===== src/calje_pkg.sv =====
`default_nettype none
package calje_pkg;

  // Bit positions in the core status byte.
  localparam int FLAG_C = 0;
  localparam int FLAG_Z = 1;
  localparam int FLAG_N = 2;
  localparam int FLAG_V = 3;
  localparam int FLAG_S = 4;
  localparam int FLAG_H = 5;
  localparam int FLAG_T = 6;
  localparam int FLAG_I = 7;

  // Operand geometry of the 8-bit datapath.
  localparam int BYTE_MSB = 7;
  localparam int WORD_MSB = 15;
  localparam int NIB_W = 4;

  // Byte and word constants used by the datapath.
  localparam logic [7:0] BYTE_ONES = 8'hFF;
  localparam logic [7:0] BYTE_ZERO = 8'h00;
  localparam logic [7:0] BYTE_ONE = 8'h01;
  localparam logic [15:0] WORD_ZERO = 16'h0000;
  localparam logic [7:0] STATUS_RST = 8'h00;

  // Execution lengths in core clock cycles.
  localparam logic [2:0] CYC_ZERO = 3'h0;
  localparam logic [2:0] CYC_ONE = 3'h1;
  localparam logic [2:0] CYC_TWO = 3'h2;
  localparam logic [2:0] CYC_THREE = 3'h3;
  localparam logic [2:0] CYC_FOUR = 3'h4;

  // Program counter steps over a one-word and a two-word instruction.
  localparam int PC_STEP_SHORT = 1;
  localparam int PC_STEP_LONG = 2;

  // Operations executed by the block.
  typedef enum logic [5:0] {
    OP_ADD = 6'h00, OP_ADC = 6'h01, OP_WORD_IMMEDIATE_PLUS = 6'h02,
    OP_SUB = 6'h03, OP_MINUS_IMMEDIATE = 6'h04, OP_MINUS_WITH_BORROW_REGS = 6'h05,
    OP_MINUS_WITH_BORROW_IMMEDIATE = 6'h06, OP_WORD_IMMEDIATE_MINUS = 6'h07,
    OP_AND = 6'h08, OP_MASK_IMMEDIATE = 6'h09, OP_OR = 6'h0A, OP_MERGE_IMMEDIATE = 6'h0B,
    OP_XOR_REGS = 6'h0C, OP_BITWISE_INVERT = 6'h0D, OP_TWOS_INVERT = 6'h0E,
    OP_SET_BITS_MASKED = 6'h0F, OP_CLEAR_BITS_MASKED = 6'h10, OP_INC = 6'h11,
    OP_MINUS_ONE = 6'h12, OP_ZERO_MINUS_CHECK = 6'h13, OP_ZERO_REGISTER = 6'h14,
    OP_ALL_ONES_REGISTER = 6'h15, OP_PRODUCT_UNSIGNED = 6'h16, OP_PRODUCT_SIGNED = 6'h17,
    OP_PRODUCT_SIGNED_BY_UNSIGNED = 6'h18, OP_FRACTIONAL_PRODUCT_UNSIGNED = 6'h19,
    OP_FRACTIONAL_PRODUCT_SIGNED = 6'h1A, OP_FRACTIONAL_PRODUCT_MIXED = 6'h1B,
    OP_RELATIVE_JUMP = 6'h1C, OP_INDIRECT_JUMP = 6'h1D, OP_ABSOLUTE_JUMP = 6'h1E,
    OP_RELATIVE_SUBROUTINE_ENTRY = 6'h1F, OP_INDIRECT_SUBROUTINE_ENTRY = 6'h20,
    OP_ABSOLUTE_SUBROUTINE_ENTRY = 6'h21, OP_SUBROUTINE_EXIT = 6'h22,
    OP_INTERRUPT_EXIT = 6'h23
  } calje_op_e;

  // Sequencer states.
  typedef enum logic {
    ST_IDLE = 1'b0,
    ST_BUSY = 1'b1
  } calje_state_e;

endpackage
`default_nettype wire

===== src/calje_core.sv =====
// Notes on behaviour
// RULE1 - Add registers, one cycle, flags Z C N V H.
// RULE2 - Subtract registers, one cycle, flags Z C N V H.
// RULE3 - Subtract immediate, one cycle, flags Z C N V H.
// RULE4 - Word add immediate, two cycles, Z C N V S.
// RULE5 - Word subtract immediate, two cycles, Z C N V S.
// RULE6 - Logic ops one cycle, Z N V, carry kept.
// RULE7 - Invert from 0xFF, negate from 0x00, carry touched.
// RULE8 - Clear bits ANDs inverted mask; set ORs mask.
// RULE9 - Increment or decrement, one cycle, carry kept.
// RULE10 - Zero test ANDs register with itself.
// RULE11 - Register clear XORs register with itself.
// RULE12 - Multiplies write R1:R0, two cycles, Z C.
// RULE13 - Fractional multiplies shift product left one.
// RULE14 - Relative jump: PC plus offset plus one, two cycles.
// RULE15 - Indirect jump loads PC from Z, two cycles.
// RULE16 - Absolute jump three cycles, absolute entry four.
// RULE17 - Relative entry: PC plus offset plus one, three.
// RULE18 - Indirect entry loads PC from Z, three cycles.
// RULE19 - Entries push return address; exits pop in four.
// RULE20 - Interrupt exit also sets global interrupt enable.
// RULE21 - All-ones register load leaves flags unchanged.
`timescale 1ns/1ps
`default_nettype none
module calje_core
  import calje_pkg::*;
#(
  parameter int PC_W = 16,
  parameter int OFS_W = 12
) (
  // Clock and reset
  input wire logic clock_in,
  input wire logic sys_rst_in,
  // Request handshake
  input wire logic start_in,
  input wire calje_op_e op_in,
  output logic ready_out,
  output logic busy_out,
  output logic done_out,
  // Operands
  input wire logic [7:0] rd_val_in,
  input wire logic [7:0] rr_val_in,
  input wire logic [7:0] imm_in,
  input wire logic [15:0] pair_in,
  input wire logic [7:0] status_in,
  input wire logic [PC_W-1:0] pc_in,
  input wire logic [PC_W-1:0] ptr_z_in,
  input wire logic [OFS_W-1:0] rel_offset_in,
  input wire logic [PC_W-1:0] target_in,
  input wire logic [PC_W-1:0] stack_top_in,
  // Results
  output logic rd_we_out,
  output logic [7:0] rd_data_out,
  output logic pair_we_out,
  output logic prod_we_out,
  output logic [15:0] pair_data_out,
  output logic status_we_out,
  output logic [7:0] status_out,
  output logic pc_we_out,
  output logic [PC_W-1:0] pc_out,
  output logic push_out,
  output logic [PC_W-1:0] push_data_out,
  output logic pop_out
);

  localparam logic [PC_W-1:0] STEP_SHORT = PC_W'(PC_STEP_SHORT);
  localparam logic [PC_W-1:0] STEP_LONG = PC_W'(PC_STEP_LONG);

  calje_state_e state_reg, state_next;
  calje_op_e op_reg, op_next;
  logic [2:0] count_reg, count_next;
  logic rd_we_reg, rd_we_next, pair_we_reg, pair_we_next;
  logic prod_we_reg, prod_we_next, st_we_reg, st_we_next;
  logic pc_we_reg, pc_we_next, push_reg, push_next, pop_reg, pop_next;
  logic [7:0] rd_data_reg, rd_data_next, status_reg, status_next, fl;
  logic [15:0] pair_data_reg, pair_data_next;
  logic [PC_W-1:0] pc_reg, pc_next, push_data_reg, push_data_next;
  logic accept, done;
  logic [7:0] op_a, op_b, res8, log8;
  logic cin, is_sub, cout, hc, v_ar;
  logic [8:0] sum9;
  logic [4:0] nib5;
  logic [16:0] w17;
  logic [15:0] w16, prod16, mres;
  logic sa, sb, is_frac;
  logic [8:0] ea, eb;
  logic signed [17:0] prod18;
  logic [PC_W-1:0] pc_rel;

  // Cycle count of each operation; everything not listed takes one cycle.
  function automatic logic [2:0] op_cycles(input calje_op_e op);
    case (op)
      OP_WORD_IMMEDIATE_PLUS, OP_WORD_IMMEDIATE_MINUS, OP_PRODUCT_UNSIGNED,
      OP_PRODUCT_SIGNED, OP_PRODUCT_SIGNED_BY_UNSIGNED, OP_FRACTIONAL_PRODUCT_UNSIGNED,
      OP_FRACTIONAL_PRODUCT_SIGNED, OP_FRACTIONAL_PRODUCT_MIXED,
      OP_RELATIVE_JUMP, OP_INDIRECT_JUMP: op_cycles = CYC_TWO; // RULE4 RULE5 RULE12 RULE14 RULE15
      OP_ABSOLUTE_JUMP, OP_RELATIVE_SUBROUTINE_ENTRY,
      OP_INDIRECT_SUBROUTINE_ENTRY: op_cycles = CYC_THREE; // RULE16 RULE17 RULE18
      OP_ABSOLUTE_SUBROUTINE_ENTRY, OP_SUBROUTINE_EXIT,
      OP_INTERRUPT_EXIT: op_cycles = CYC_FOUR; // RULE16 RULE19
      default: op_cycles = CYC_ONE;
    endcase
  endfunction

  // Zero, negative, overflow and their sign from a byte result.
  function automatic logic [7:0] flags_znv(input logic [7:0] f, input logic [7:0] r,
                                           input logic v);
    logic [7:0] o;
    o = f;
    o[FLAG_Z] = (r == BYTE_ZERO);
    o[FLAG_N] = r[BYTE_MSB];
    o[FLAG_V] = v;
    o[FLAG_S] = r[BYTE_MSB] ^ v;
    return o;
  endfunction

  // Operand selection lets every byte add and subtract share one adder.
  always_comb begin
    op_a = rd_val_in;
    op_b = rr_val_in;
    cin = 1'b0;
    is_sub = 1'b0;
    case (op_in)
      OP_ADC: cin = status_in[FLAG_C];
      OP_SUB: is_sub = 1'b1;
      OP_MINUS_IMMEDIATE: begin
        is_sub = 1'b1;
        op_b = imm_in;
      end
      OP_MINUS_WITH_BORROW_REGS: begin
        is_sub = 1'b1;
        cin = status_in[FLAG_C];
      end
      OP_MINUS_WITH_BORROW_IMMEDIATE: begin
        is_sub = 1'b1;
        op_b = imm_in;
        cin = status_in[FLAG_C];
      end
      OP_BITWISE_INVERT: begin
        is_sub = 1'b1;
        op_a = BYTE_ONES; // RULE7
        op_b = rd_val_in;
      end
      OP_TWOS_INVERT: begin
        is_sub = 1'b1;
        op_a = BYTE_ZERO; // RULE7
        op_b = rd_val_in;
      end
      OP_INC: op_b = BYTE_ONE; // RULE9
      OP_MINUS_ONE: begin
        is_sub = 1'b1;
        op_b = BYTE_ONE; // RULE9
      end
      default: begin
      end
    endcase
  end

  // Logical results, including the self-referencing test and clear forms.
  always_comb begin
    case (op_in)
      OP_AND: log8 = rd_val_in & rr_val_in; // RULE6
      OP_MASK_IMMEDIATE: log8 = rd_val_in & imm_in;
      OP_OR: log8 = rd_val_in | rr_val_in;
      OP_MERGE_IMMEDIATE, OP_SET_BITS_MASKED: log8 = rd_val_in | imm_in; // RULE8
      OP_XOR_REGS: log8 = rd_val_in ^ rr_val_in;
      OP_CLEAR_BITS_MASKED: log8 = rd_val_in & (BYTE_ONES - imm_in); // RULE8
      OP_ZERO_MINUS_CHECK: log8 = rd_val_in & rd_val_in; // RULE10
      OP_ZERO_REGISTER: log8 = rd_val_in ^ rd_val_in; // RULE11
      default: log8 = rd_val_in;
    endcase
  end

  // Byte adder with nibble carry, used for H, and overflow per direction.
  always_comb begin
    if (is_sub) begin
      sum9 = {1'b0, op_a} - {1'b0, op_b} - {8'h00, cin};
      nib5 = {1'b0, op_a[NIB_W-1:0]} - {1'b0, op_b[NIB_W-1:0]} - {4'h0, cin};
    end else begin
      sum9 = {1'b0, op_a} + {1'b0, op_b} + {8'h00, cin};
      nib5 = {1'b0, op_a[NIB_W-1:0]} + {1'b0, op_b[NIB_W-1:0]} + {4'h0, cin};
    end
    res8 = sum9[BYTE_MSB:0];
    cout = sum9[BYTE_MSB+1];
    hc = nib5[NIB_W];
    if (is_sub) begin
      v_ar = (op_a[BYTE_MSB] != op_b[BYTE_MSB]) && (res8[BYTE_MSB] != op_a[BYTE_MSB]);
    end else begin
      v_ar = (op_a[BYTE_MSB] == op_b[BYTE_MSB]) && (res8[BYTE_MSB] != op_a[BYTE_MSB]);
    end
  end

  // Word adder on the register pair with a zero-extended immediate.
  always_comb begin
    if (op_in == OP_WORD_IMMEDIATE_MINUS) begin
      w17 = {1'b0, pair_in} - {9'h000, imm_in};
    end else begin
      w17 = {1'b0, pair_in} + {9'h000, imm_in};
    end
    w16 = w17[WORD_MSB:0];
  end

  // Multiplier; operands are sign-extended only where the variant is signed.
  always_comb begin
    sa = (op_in == OP_PRODUCT_SIGNED) || (op_in == OP_PRODUCT_SIGNED_BY_UNSIGNED) ||
         (op_in == OP_FRACTIONAL_PRODUCT_SIGNED) || (op_in == OP_FRACTIONAL_PRODUCT_MIXED);
    sb = (op_in == OP_PRODUCT_SIGNED) || (op_in == OP_FRACTIONAL_PRODUCT_SIGNED);
    is_frac = (op_in == OP_FRACTIONAL_PRODUCT_UNSIGNED) ||
              (op_in == OP_FRACTIONAL_PRODUCT_SIGNED) || (op_in == OP_FRACTIONAL_PRODUCT_MIXED);
    ea = {sa & rd_val_in[BYTE_MSB], rd_val_in};
    eb = {sb & rr_val_in[BYTE_MSB], rr_val_in};
    prod18 = $signed(ea) * $signed(eb);
    prod16 = prod18[WORD_MSB:0];
    mres = is_frac ? {prod16[WORD_MSB-1:0], 1'b0} : prod16; // RULE13
  end

  // Relative target; the offset is signed and counts from the next word.
  assign pc_rel = pc_in + {{(PC_W-OFS_W){rel_offset_in[OFS_W-1]}}, rel_offset_in} + STEP_SHORT;

  // Handshake: a new request may be taken in the cycle that finishes the last.
  assign done = (state_reg == ST_BUSY) && (count_reg == CYC_ONE);
  assign ready_out = (state_reg == ST_IDLE) || done;
  assign accept = start_in && ready_out;

  // Sequencer and result capture. Results are computed on the request cycle
  // and held in registers until the count runs out, so the partner may change
  // the operands and the register file meanwhile.
  always_comb begin
    state_next = state_reg;
    count_next = count_reg;
    op_next = op_reg;
    rd_we_next = rd_we_reg;
    rd_data_next = rd_data_reg;
    pair_we_next = pair_we_reg;
    prod_we_next = prod_we_reg;
    pair_data_next = pair_data_reg;
    st_we_next = st_we_reg;
    status_next = status_reg;
    pc_we_next = pc_we_reg;
    pc_next = pc_reg;
    push_next = push_reg;
    push_data_next = push_data_reg;
    pop_next = pop_reg;
    fl = status_in;
    if (done) begin
      state_next = ST_IDLE;
      count_next = CYC_ZERO;
    end else if (state_reg == ST_BUSY) begin
      count_next = count_reg - CYC_ONE;
    end
    if (accept) begin
      state_next = ST_BUSY;
      count_next = op_cycles(op_in);
      op_next = op_in;
      rd_we_next = 1'b0;
      pair_we_next = 1'b0;
      prod_we_next = 1'b0;
      st_we_next = 1'b1;
      pc_we_next = 1'b0;
      push_next = 1'b0;
      pop_next = 1'b0;
      case (op_in)
        OP_ADD, OP_ADC, OP_SUB, OP_MINUS_IMMEDIATE, OP_MINUS_WITH_BORROW_REGS,
        OP_MINUS_WITH_BORROW_IMMEDIATE, OP_TWOS_INVERT: begin
          rd_we_next = 1'b1;
          rd_data_next = res8; // RULE1 RULE2 RULE3 RULE7
          fl = flags_znv(status_in, res8, v_ar);
          fl[FLAG_C] = cout;
          fl[FLAG_H] = hc;
        end
        OP_BITWISE_INVERT: begin
          rd_we_next = 1'b1;
          rd_data_next = res8;
          fl = flags_znv(status_in, res8, 1'b0);
          fl[FLAG_C] = 1'b1; // RULE7
        end
        OP_INC, OP_MINUS_ONE: begin
          rd_we_next = 1'b1;
          rd_data_next = res8;
          fl = flags_znv(status_in, res8, v_ar); // RULE9
        end
        OP_AND, OP_MASK_IMMEDIATE, OP_OR, OP_MERGE_IMMEDIATE, OP_XOR_REGS,
        OP_SET_BITS_MASKED, OP_CLEAR_BITS_MASKED, OP_ZERO_MINUS_CHECK,
        OP_ZERO_REGISTER: begin
          rd_we_next = 1'b1;
          rd_data_next = log8;
          fl = flags_znv(status_in, log8, 1'b0); // RULE6 RULE8 RULE10 RULE11
        end
        OP_ALL_ONES_REGISTER: begin
          rd_we_next = 1'b1;
          rd_data_next = BYTE_ONES;
          st_we_next = 1'b0; // RULE21
        end
        OP_WORD_IMMEDIATE_PLUS, OP_WORD_IMMEDIATE_MINUS: begin
          pair_we_next = 1'b1;
          pair_data_next = w16; // RULE4 RULE5
          fl[FLAG_Z] = (w16 == WORD_ZERO);
          fl[FLAG_N] = w16[WORD_MSB];
          if (op_in == OP_WORD_IMMEDIATE_PLUS) begin
            fl[FLAG_V] = ~pair_in[WORD_MSB] & w16[WORD_MSB];
            fl[FLAG_C] = pair_in[WORD_MSB] & ~w16[WORD_MSB];
          end else begin
            fl[FLAG_V] = pair_in[WORD_MSB] & ~w16[WORD_MSB];
            fl[FLAG_C] = ~pair_in[WORD_MSB] & w16[WORD_MSB];
          end
          fl[FLAG_S] = fl[FLAG_N] ^ fl[FLAG_V];
        end
        OP_PRODUCT_UNSIGNED, OP_PRODUCT_SIGNED, OP_PRODUCT_SIGNED_BY_UNSIGNED,
        OP_FRACTIONAL_PRODUCT_UNSIGNED, OP_FRACTIONAL_PRODUCT_SIGNED,
        OP_FRACTIONAL_PRODUCT_MIXED: begin
          prod_we_next = 1'b1;
          pair_data_next = mres; // RULE12 RULE13
          fl[FLAG_Z] = (mres == WORD_ZERO);
          fl[FLAG_C] = prod16[WORD_MSB];
        end
        OP_RELATIVE_JUMP, OP_RELATIVE_SUBROUTINE_ENTRY: begin
          st_we_next = 1'b0;
          pc_we_next = 1'b1;
          pc_next = pc_rel; // RULE14 RULE17
          push_next = (op_in == OP_RELATIVE_SUBROUTINE_ENTRY); // RULE19
          push_data_next = pc_in + STEP_SHORT;
        end
        OP_INDIRECT_JUMP, OP_INDIRECT_SUBROUTINE_ENTRY: begin
          st_we_next = 1'b0;
          pc_we_next = 1'b1;
          pc_next = ptr_z_in; // RULE15 RULE18
          push_next = (op_in == OP_INDIRECT_SUBROUTINE_ENTRY); // RULE19
          push_data_next = pc_in + STEP_SHORT;
        end
        OP_ABSOLUTE_JUMP, OP_ABSOLUTE_SUBROUTINE_ENTRY: begin
          st_we_next = 1'b0;
          pc_we_next = 1'b1;
          pc_next = target_in; // RULE16
          push_next = (op_in == OP_ABSOLUTE_SUBROUTINE_ENTRY); // RULE19
          push_data_next = pc_in + STEP_LONG;
        end
        OP_SUBROUTINE_EXIT, OP_INTERRUPT_EXIT: begin
          st_we_next = (op_in == OP_INTERRUPT_EXIT);
          fl[FLAG_I] = (op_in == OP_INTERRUPT_EXIT) | status_in[FLAG_I]; // RULE20
          pc_we_next = 1'b1;
          pc_next = stack_top_in; // RULE19
          pop_next = 1'b1;
        end
        default: st_we_next = 1'b0;
      endcase
      status_next = fl;
    end
  end

  // Registers only; every bit takes a constant under reset.
  always_ff @(posedge clock_in) begin
    if (sys_rst_in) begin
      state_reg <= ST_IDLE;
      count_reg <= CYC_ZERO;
      op_reg <= OP_ADD;
      rd_we_reg <= 1'b0;
      rd_data_reg <= BYTE_ZERO;
      pair_we_reg <= 1'b0;
      prod_we_reg <= 1'b0;
      pair_data_reg <= WORD_ZERO;
      st_we_reg <= 1'b0;
      status_reg <= STATUS_RST;
      pc_we_reg <= 1'b0;
      pc_reg <= '0;
      push_reg <= 1'b0;
      push_data_reg <= '0;
      pop_reg <= 1'b0;
    end else begin
      state_reg <= state_next;
      count_reg <= count_next;
      op_reg <= op_next;
      rd_we_reg <= rd_we_next;
      rd_data_reg <= rd_data_next;
      pair_we_reg <= pair_we_next;
      prod_we_reg <= prod_we_next;
      pair_data_reg <= pair_data_next;
      st_we_reg <= st_we_next;
      status_reg <= status_next;
      pc_we_reg <= pc_we_next;
      pc_reg <= pc_next;
      push_reg <= push_next;
      push_data_reg <= push_data_next;
      pop_reg <= pop_next;
    end
  end

  // Strobes are gated by done so that each write lasts exactly one cycle.
  assign busy_out = (state_reg == ST_BUSY);
  assign done_out = done;
  assign rd_we_out = done && rd_we_reg;
  assign pair_we_out = done && pair_we_reg;
  assign prod_we_out = done && prod_we_reg;
  assign status_we_out = done && st_we_reg;
  assign pc_we_out = done && pc_we_reg;
  assign push_out = done && push_reg;
  assign pop_out = done && pop_reg;
  assign rd_data_out = rd_data_reg;
  assign pair_data_out = pair_data_reg;
  assign status_out = status_reg;
  assign pc_out = pc_reg;
  assign push_data_out = push_data_reg;
endmodule
`default_nettype wire


===== config.mk =====
export PLATFORM = sky130hd
export DESIGN_NAME = calje_core
export DESIGN_NICKNAME = d
export VERILOG_FILES = /design/src/calje_pkg.sv /design/src/calje_core.sv
export SDC_FILE = /design/constraint.sdc
export NUM_CORES = 1
export LEC_CHECK = 0
export BUFFER_PORTS_ARGS = -buffer_cell sky130_fd_sc_hd__buf_4
export CAP_MARGIN = 0
export CORE_MARGIN = 5
export CORE_UTILIZATION = 30
export DETAILED_ROUTE_END_ITERATION = 16
export GPL_ROUTABILITY_DRIVEN = 1
export PLACE_DENSITY = 0.44
export SKIP_CTS_REPAIR_TIMING = 1
export SLEW_MARGIN = 20
export SYNTH_ARGS = -nofsm -noshare
export SYNTH_HDL_FRONTEND = slang
export SYNTH_SLANG_ARGS = --single-unit

===== constraint.sdc =====
create_clock -name clock_in -period 9.6 [get_ports clock_in]
set_input_delay 1.44 -clock clock_in [delete_from_list [all_inputs] [get_ports clock_in]]
set_output_delay 1.44 -clock clock_in [all_outputs]
set_load 0.05 [all_outputs]

==> metrics.md, run 1 <==
| Metric | Value |
|---|---|
| Fillers | 3882 |
| Async SR Flop Fraction | 0% |
| Placeable core area | 36350 um2 |
| Hold crit path type | flop to flop |
| Logic gate share of total power | 59.3% |
| Num rows | 70 |
| Post-synthesis sequential area ratio | 13.70% |
| Max VDD drop | 0.08499 mV |
| Pre-CTS setup slack | 1.670 ns |
| Buf/Inv on CP | 4 |
| Overall Global Routing Usage | 20.43% |
| Initial antenna violation count | 2 |
| CP arrival | 7.86 ns |
| Syn Nets | 1692 |
| Nets@finish | 1838 |
| Total gr overflow | 0 |
| Port Buffers | 206 |
| Slew @ Worst Pin | 1.061 ns |
| Largest net degree at the start of global routing | 51 |
| Total Power | 1.700 mW |
| Crit Path Category | input pin to flop |
| Drt initial violations | 707 |
| Final Util | 36.15% |
| Final instance area | 13140 um2 |
| Slew headroom | 28.87% |
| Slowest-stage cell, CP | nor2b_1 |
| Routed len/inst | 21.10 um |
| Max-cap violations | 0 |
| CP top delay family | adder cells |
| Number of global-route vias before repair | 10914 |
| Yosys cell types | 105 |
| Fmax | 131.5 MHz |
| Via count | 10907 |
| Final Max Tran Viols | 0 |
| DRC violations left | 0 |
| Syn Area/Cell | 7.869 um2 |
| Max stage delay on crit path | 0.64 ns |
| Synth-to-layout area growth | 19.86% |
| Fin. Hold Viols | 0 |
| Htree depth | 3 |
| Post-route clock period utilization | 79.22% |
| Drt pass-1 iters | 8 |
| RD Place Congestion | 0.8775 |
| Setup TNS | 0 ns |
| Synthesis warning total | 0 |
| Wire length of the first global-routing pass | 65.72 mm |
| Number of flops mapped to enable cells by yosys | 0 |
| LEAKAGE | 5.740 nW |
| Detail Route Antenna Nets | 0 |
| Crit path launch type | input pin |
| Num CTS Buffers | 9 |
| Share of cells above drive strength 1 | 18.26% |
| Post-DP HPWL | 33.96 mm |
| CTS Buffer Depth | 2 |
| Setup crit end kind | flop |
| Die area | 40460 um2 |
| Seq cells post-synth | 75 |
| Crit path cell chain | buf_4 -> nor2b_1 -> o22ai_1 -> and3_1 -> nand2_1 -> fa_1 -> fa_1 -> inv_1 -> fa_1 -> fa_1 -> inv_1 -> fa_1 -> inv_1 -> ha_1 -> o21ai_0 -> o21ai_0 -> a31o_2 -> a31oi_1 -> xnor3_1 -> o21ai_1 -> a21oi_1 -> a2111oi_2 |
| Clock slew at reported path FFs | 0.06 ns |
| Min Tclk post-route | 7.605 ns |
| Vias per cell | 5.421 |
| Drt total wl | 42.45 mm |
| Switching pwr | 0.7727 mW |
| Mapped Area | 10960 um2 |
| Synth Instances | 1393 |
| Clock sink count | 75 |
| Initial Util | 30.16% |
| CTS tree | yes |
| Final WS setup | 1.995 ns |
| Clock Power Share | 21.0% |
| Root Buffer | clkbuf_16 |
| Internal | 0.9269 mW |
| Final setup violation count | 0 |
| Die H | 201.2 um |
| Top FF cell, synth | dfxtp_1 |
| Status | finished clean |
| RSZ-0062 raised after global routing | no |
| Worst endpoint required time | 9.85 ns |
| Ports | 207 |
| Pwr per Cell Area | 129.4 nW/um2 |
| Worst-Skew Late Latency | 0.35 ns |
| Clk_skew | 0.009792 ns |
| Most Frequent Cell on Critical Path | fa_1 |
| Net Sw Frac | 45.46% |
| Flop pwr share | 19.7% |
| Die Wd | 201.2 um |
| Crit-path max FO | 35 |
| DP Area | 12820 um2 |
| Diode count | 0 |
-- worst min-delay path: cells and delay by family, from the launching register on --
family          cells  cell delay, ns
flops               1            0.31
simple gates        1            0.05
compound gates      1            0.05
-- power groups by stage --
stage,registers [mW],logic (mW),clock network [mW]
finish,0.336,1.01,0.357
global route,0.337,1.13,0.382
CTS,0.336,1.01,0.368
detailed placement,0.343,1.00,0
global placement,0.343,1.00,0
floorplan,0.381,0.672,0
-- routing by layer --
layer / wire length [um] / track usage, % / vias up
li1: - / - / 5316
met1: 19440 / 27.14 / 5318
met2: 20100 / 34.28 / 233
met3: 2004 / 3.965 / 36
met4: 879 / 5.088 / 4
met5: 25 / 0 / -
-- area by class of cell --
cell class              instances  area (um2)  share of cell area [%]
inverters                     135       506.7                   3.857
well taps                     468       585.6                   4.457
clock buffers                  10       239.0                   1.819
flip-flops and latches         75        1501                   11.43
clock inverters                 6       65.06                  0.4952
multi-input cells            1106        8650                   65.83
repair buffers                212        1592                   12.11
-- per-stage QoR --
stage / hold slack (ns) / cells
floorplan: 0.4317 / 1393
global placement: 0.4414 / 1996
detailed placement: 0.4454 / 1996
CTS: 0.4546 / 2012
global route: 0.4720 / 2012
finish: 0.4566 / 2012
-- worst paths after layout --
path | endpoint | slack [ns] | start | depth (start not counted)
max | pair_data_out[15] | 1.99 | op_in[0] | 22
min | pop_reg | 0.46 | pop_reg | 2
max reg2reg | pair_data_out[4] | 7.06 | count_reg[0] | 6
min reg2reg | pop_reg | 0.46 | pop_reg | 2
-- cell families (layout without fill, tap and decap cells) --
group / Yosys count / count (layout) / synth area share (%)
buffers and inverters: 212 / 363 / 7.739
and+or+nand+nor: 458 / 458 / 21.54
muxes: 13 / 13 / 1.210
AOI/OAI and AO/OA: 402 / 402 / 26.60
xor gates and xnor gates: 67 / 67 / 5.479
DFF: 75 / 75 / 13.70
adders and majority gates: 166 / 166 / 23.74
-- layout by cell type (no fill, tap or decap), drive strengths merged, types with 21 or more instances in the layout --
master and count:
buf 212, ha 96, dfxtp 75, o211ai 21, fa 70, inv 135
xnor2 45, a21oi 80, and2 56, nor2 95, a222oi 23, nand3 30
xor2 21, nor3 31, a211oi 35, o21ai 73, a31oi 27, nand2 128
-- Yosys cell counts (all sizes together) (8+ instances only) --
| master | n | share of area [%] |
|---|---|---|
| nor4 | 13 | 0.74 |
| buf | 24 | 1.3 |
| nand4 | 11 | 0.76 |
| mux2i | 11 | 1.0 |
| o21ai | 73 | 3.4 |
| a221oi | 11 | 0.88 |
| nor3 | 31 | 1.5 |
| and2 | 56 | 3.2 |
| a21o | 15 | 1.0 |
| a21oi | 80 | 3.7 |
| nand2 | 128 | 4.5 |
| nor2 | 95 | 3.3 |
| fa | 70 | 13 |
| a31oi | 27 | 1.5 |
| o21a | 15 | 1.0 |
| o221ai | 9 | 0.78 |
| o211ai | 21 | 1.5 |
| dfxtp | 75 | 14 |
| clkbuf | 53 | 1.8 |
| o2111ai | 8 | 0.64 |
| nand2b | 17 | 1.0 |
| a22oi | 8 | 0.59 |
| xor2 | 21 | 1.7 |
| xnor2 | 45 | 3.6 |
| or2 | 11 | 0.63 |
| or3 | 8 | 0.46 |
| and3 | 13 | 0.74 |
| inv | 135 | 4.6 |
| nand3 | 30 | 1.4 |
| nor2b | 15 | 0.86 |
| ha | 96 | 11 |
| a222oi | 23 | 2.1 |
| a211oi | 35 | 2.5 |
(Power assumes the default switching activity.)
==> run 2, diff against run 1 <==
- ABC_AREA: unset -> 1
- PLACE_DENSITY: 0.44 -> 0.46
- clock period: 9.6 -> 6.85 ns (I/O delays scaled with it)
==> run 2 against run 1 <==
Clock power increased by 37%. Combinational power increased by 46%. Via count increased by 11%. Worst hold slack improved by 0.0090 ns. Setup slack got worse by 1.5 ns. Synthesized cell count increased by 27%. Synthesized area increased by 2.1%. Critical path depth increased by 9. Total power increased by 43%. Clock skew decreased by 0.0045 ns. Critical endpoint is now status_out[1]. Largest cell class unchanged.
==> metrics.md, run 2 <==
| Metric | Value |
|---|---|
| Max stage delay on crit path | 0.56 ns |
| Async SR Flop Fraction | 0% |
| CP arrival | 6.60 ns |
| Synthesis warning total | 0 |
| Syn Area/Cell | 6.323 um2 |
| Slew headroom | 36.02% |
| Routed len/inst | 18.57 um |
| Die area | 41270 um2 |
| Min Tclk post-route | 6.380 ns |
| Synth Instances | 1770 |
| Most instantiated cells after synthesis | nand2_1, inv_1, nor2_1, nand3_1, a21oi_1 |
| Wire length of the first global-routing pass | 69.03 mm |
| Worst endpoint required time | 7.07 ns |
| LEAKAGE | 7.165 nW |
| Max VDD drop | 0.1169 mV |
| Status | finished clean |
| Crit path launch | op_in[5] |
| RD Place Congestion | 0.9052 |
| Largest net degree at the start of global routing | 47 |
| Clock sink count | 75 |
| Final Max Tran Viols | 0 |
| RSZ-0062 raised after global routing | no |
| Reg2reg setup slack | 3.08 ns |
| Mapped Area | 11190 um2 |
| Fin. Hold Viols | 0 |
| Most Frequent Cell on Critical Path | nand2_1 |
| Final instance area | 13520 um2 |
| Diode count | 0 |
| Ports | 207 |
| Htree depth | 3 |
| Overall Global Routing Usage | 21.14% |
| Internal | 1.259 mW |
| Slew @ Worst Pin | 0.9497 ns |
| Post-DP HPWL | 37.05 mm |
| Crit path launch type | input pin |
| Fmax | 156.8 MHz |
| Clk_skew | 0.005258 ns |
| Synth-to-layout area growth | 20.78% |
| DP Area | 13220 um2 |
| Die H | 203.2 um |
| Top FF cell, synth | dfxtp_1 |
| Placed cells | 2408 |
| Yosys cell types | 55 |
| Initial Util | 30.50% |
| Flop pwr share | 19.4% |
| Port Buffers | 206 |
| Clock Power Share | 20.1% |
| Nets@finish | 2250 |
| Num CTS Buffers | 9 |
| Synth area leader | nand2_1 |
| Drt total wl | 45.01 mm |
| Drt initial violations | 696 |
| Initial antenna violation count | 3 |
| Final Instance Count excl. Fillers | 2424 |
| Most frequent cells in the layout | nand2_1, inv_1, buf_4 |
| Final setup violation count | 0 |
| Placeable core area | 36700 um2 |
| Root Buffer | clkbuf_16 |
| Total Power | 2.434 mW |
| Total gr overflow | 0 |
| Commonest non-fill, non-tap cell in the layout | nand2_1 |
| Net Sw Frac | 48.28% |
| Detail Route Antenna Nets | 0 |
| Slowest-stage cell, CP | fa_1 |
| Post-synthesis sequential area ratio | 13.42% |
| Met1 Use GR | 27.52% |
| Share of cells above drive strength 1 | 14.62% |
| CTS Buffer Depth | 2 |
| Vias per cell | 4.988 |
| Num rows | 70 |
| Number of global-route vias before repair | 12041 |
| Worst setup endpoint | status_out[1] |
| Via count | 12090 |
| Drt pass-1 iters | 5 |
| Post-route clock period utilization | 93.13% |
| Layer carrying the most global-route usage | met2 |
| Crit-path max FO | 6 |
| Crit Path Category | input pin to flop |
| Top cell type's share of synthesized area | 15.60% |
| CTS tree | yes |
| RR Endpoint | pc_out[1] |
| Seq cells post-synth | 75 |
| R2R Path Start | count_reg[0] |
| Logic gate share of total power | 60.6% |
| Setup TNS | 0 ns |
| Fillers | 4066 |
| Grt met3 use | 3.530% |
| Clock slew at reported path FFs | 0.06 ns |
| Hold crit path type | flop to flop |
| Number of flops mapped to enable cells by yosys | 0 |
| Most frequent cell after synthesis | nand2_1 |
| Switching pwr | 1.175 mW |
| Worst-Skew Late Latency | 0.34 ns |
| Worst hold slack | 0.4656 ns |
| Pwr per Cell Area | 180.0 nW/um2 |
| DRC violations left | 0 |
| Syn Nets | 2069 |
| R2R cell count | 11 |
| Max-cap violations | 0 |
| Setup crit end kind | flop |
| Top post-synthesis cells by area | nand2_1, dfxtp_1, fa_1, ha_1, inv_1 |
| Met2 GRT Util | 37.18% |
| Die Wd | 203.2 um |
## run 2: cell types whose count changed after synthesis, moves of 23 or more
cell	before	now
nand2_1	127	465
inv_1	134	281
nand3_1	30	122
and2_1	55	0
nor2_1	94	149
o21ai_0	68	108
a21oi_1	79	116
a211oi_1	34	4
xnor2_1	45	18
a222oi_1	23	0
## run 2: worst min path at each step
stage,to,from,cells past startpoint
after floorplan,pc_we_reg,pc_we_reg,2
after global placement,pop_reg,pop_reg,2
after detailed placement,status_out[0],status_out[0],2
after CTS,status_out[0],status_out[0],2
after global routing,pop_reg,pop_reg,2
final,status_out[0],status_out[0],2
## run 2: layout make-up
| cell class | instances | area (um2) | share of cell area [%] |
|---|---|---|---|
| multi-input cells | 1350 | 8371 | 61.92 |
| clock inverters | 6 | 65.06 | 0.4813 |
| well taps | 468 | 585.6 | 4.332 |
| repair buffers | 222 | 1667 | 12.33 |
| inverters | 293 | 1100 | 8.136 |
| flip-flops and latches | 75 | 1501 | 11.11 |
| clock buffers | 10 | 229.0 | 1.694 |
## run 2: critical path: cells and delay by family
kind / cells / cell delay [ns]
AOI/OAI and AO/OA: 2 / 0.20
adders and majority gates: 6 / 2.69
buffers and inverters: 8 / 0.87
and+or+nand+nor: 15 / 1.78
## run 2: stage by stage
| stage | util, % | setup WS, ns |
|---|---|---|
| floorplan | - | 0.5541 |
| global route | 36.84 | 0.05627 |
| CTS | 36.84 | 0.4803 |
| finish | 36.84 | 0.4705 |
| detailed placement | 36.03 | 0.1468 |
| global placement | 36.03 | 0.2502 |
## run 2: logic make-up after synthesis
kind of cell | synth area share [%]
flops | 13.42
xor+xnor | 3.980
simple gates | 31.11
compound gates | 16.45
buf+inv | 11.79
fa+ha+maj | 23.25
## run 2: per-layer routing
layer	part of all wire, %	wire length (um)	up-vias
li1	-	-	6063
met1	45	20070	5649
met2	48	21550	323
met3	5.6	2502	49
met4	1.9	847	6
met5	0.10	46	-
## run 2: power by group through the flow
stage | Clock [mW] | Sequential [mW] | Combinational, mW
2_1_floorplan | 0 | 0.540 | 0.978
3_3_place_gp | 0 | 0.481 | 1.47
3_5_place_dp | 0 | 0.481 | 1.47
4_1_cts | 0.503 | 0.472 | 1.48
5_1_grt | 0.521 | 0.474 | 1.69
6_report | 0.488 | 0.471 | 1.47
==> run 3, diff against run 2 <==
- CORE_UTILIZATION: 30 -> 53
- PLACE_DENSITY: 0.46 -> 0.76
==> run 3 against run 2 <==
Count of clock-buffer cells in the layout is 1 lower. Routed wire length is 14% lower. Die area is 42% lower. Global-route usage is 10 points higher. Total power is 2.3% lower. Setup slack better by 0.10 ns. Via count is 1.5% higher. Largest power group unchanged. Critical endpoint unchanged. Sequential cell count stayed put. First-iteration DRC count is 27% higher.
==> metrics.md, run 3 (synthesis gave the netlist of run 2 again) <==
| Metric | Value |
|---|---|
| Commonest non-fill, non-tap cell in the layout | nand2_1 |
| Final Max Tran Viols | 0 |
| Initial Util | 53.58% |
| Synth-to-layout area growth | 18.10% |
| Detail Route Antenna Nets | 0 |
| Min Tclk post-route | 6.277 ns |
| Root Buffer | clkbuf_16 |
| CTS Buffer Depth | 2 |
| Wire length of the first global-routing pass | 61.23 mm |
| Hold path startpoint | push_reg |
| Clock sink count | 75 |
| Fmax | 159.3 MHz |
| Via count | 12275 |
| Die Wd | 155.3 um |
| RSZ-0062 raised after global routing | no |
| Nets@finish | 2243 |
| Port Buffers | 206 |
| Num rows | 53 |
| Post-route clock period utilization | 91.63% |
| Max VDD drop | 0.1081 mV |
| Clk_skew | 0.008967 ns |
| Worst Hold Depth | 2 |
| Htree depth | 3 |
| Vias per cell | 5.517 |
| RD Place Congestion | 0.9577 |
| Final WS setup | 0.5734 ns |
| DRC violations left | 0 |
| Placeable core area | 20890 um2 |
| LEAKAGE | 7.131 nW |
| Hold-critical path endpoint | push_reg |
| Fin. Hold Viols | 0 |
| Largest net degree at the start of global routing | 47 |
| R2R Path Start | count_reg[1] |
| Routed len/inst | 17.31 um |
| CP arrival | 6.56 ns |
| Final setup violation count | 0 |
| Worst-Skew Late Latency | 0.34 ns |
| Die H | 155.3 um |
| Share of cells above drive strength 1 | 14.42% |
| RR Endpoint | pc_out[10] |
| Crit-path max FO | 6 |
| Worst endpoint required time | 7.13 ns |
| Status | finished clean |
| Most Frequent Cell on Critical Path | nand2_1 |
| R2R cell count | 11 |
| Max-cap violations | 0 |
| Max stage delay on crit path | 0.54 ns |
| Slew headroom | 37.05% |
| Overall Global Routing Usage | 31.20% |
| Hold crit path type | flop to flop |
| Clock slew at reported path FFs | 0.07 ns |
| Die area | 24120 um2 |
| Initial antenna violation count | 2 |
| Slowest-stage cell, CP | fa_1 |
| CTS tree | yes |
| Total gr overflow | 0 |
| Reg2reg setup slack | 3.49 ns |
| Crit Path Category | input pin to flop |
| Number of global-route vias before repair | 12064 |
| Ports | 207 |
| Most frequent cells in the layout | nand2_1, inv_1, buf_4 |
| Slew @ Worst Pin | 0.9419 ns |
| Post-DP HPWL | 31.56 mm |
| Setup crit end kind | flop |
| Drt initial violations | 886 |
| Drt total wl | 38.50 mm |
| Crit path launch type | input pin |
| Pwr per Cell Area | 179.8 nW/um2 |
| Total Power | 2.377 mW |
| Pre-CTS setup slack | 0.2511 ns |
| Setup TNS | 0 ns |
| Num CTS Buffers | 9 |
| Drt pass-1 iters | 5 |
run 3: cell types whose count changed in the layout (fill, tap and decap cells not counted):
| cell | before | now |
|---|---|---|
| clkbuf_1 | 1 | 0 |
| inv_8 | 0 | 1 |
| diode_2 | 0 | 1 |
| clkinv_1 | 3 | 2 |
| buf_4 | 222 | 215 |
| inv_6 | 1 | 3 |
| bufinv_16 | 1 | 0 |
run 3: layout make-up:
cell class                 count  area (um2)
multi-input combinational   1350        8371
fill                        2086        7671
timing repair buffer         215        1614
sequential                    75        1501
inverter                     293        1101
tap                          275       344.1
clock buffer                   9       225.2
clock inverter                 7       58.81
antenna                        1       2.502
run 3: how the worst max path moves through the flow:
stage,cells past startpoint,from,to
finish,32,op_in[5],status_out[1]
global route,33,op_in[5],status_out[1]
CTS,32,op_in[5],status_out[1]
detailed placement,32,op_in[5],status_out[1]
global placement,31,op_in[5],status_out[1]
floorplan,32,op_in[3],status_out[1]
run 3: report_power, final:
part	switching (mW)	total [mW]	internal, mW
combinational	0.927	1.44	0.516
clock	0.210	0.462	0.252
sequential	0.0132	0.471	0.458
total	1.15	2.38	1.23
run 3: critical path: cells and delay by family:
kind,cells,cell delay [ns]
buffers and inverters,7,0.49
AND/OR/NAND/NOR,15,1.50
adder cells (fa/ha/maj),6,2.85
AO/OA/AOI/OAI,4,0.66
run 3: metrics by stage:
step / utilization [%] / area (um2) / instances / hold slack [ns]
after floorplan: - / 11190 / 1770 / 0.4453
after global placement: 61.90 / 12930 / 2208 / 0.4544
after detailed placement: 61.90 / 12930 / 2208 / 0.4551
after CTS: 63.26 / 13220 / 2224 / 0.4641
after global routing: 63.28 / 13220 / 2225 / 0.4800
final: 63.28 / 13220 / 2225 / 0.4632
run 3: per-layer routing:
layer	vias to the layer above	track usage (%)	share of wire (%)	routed length, um
met5	-	0	0.052	20
met4	2	10.55	3.5	1351
met3	92	5.146	7.3	2800
met2	481	54.34	48	18460
met1	5655	39.27	41	15870
li1	6045	-	-	-
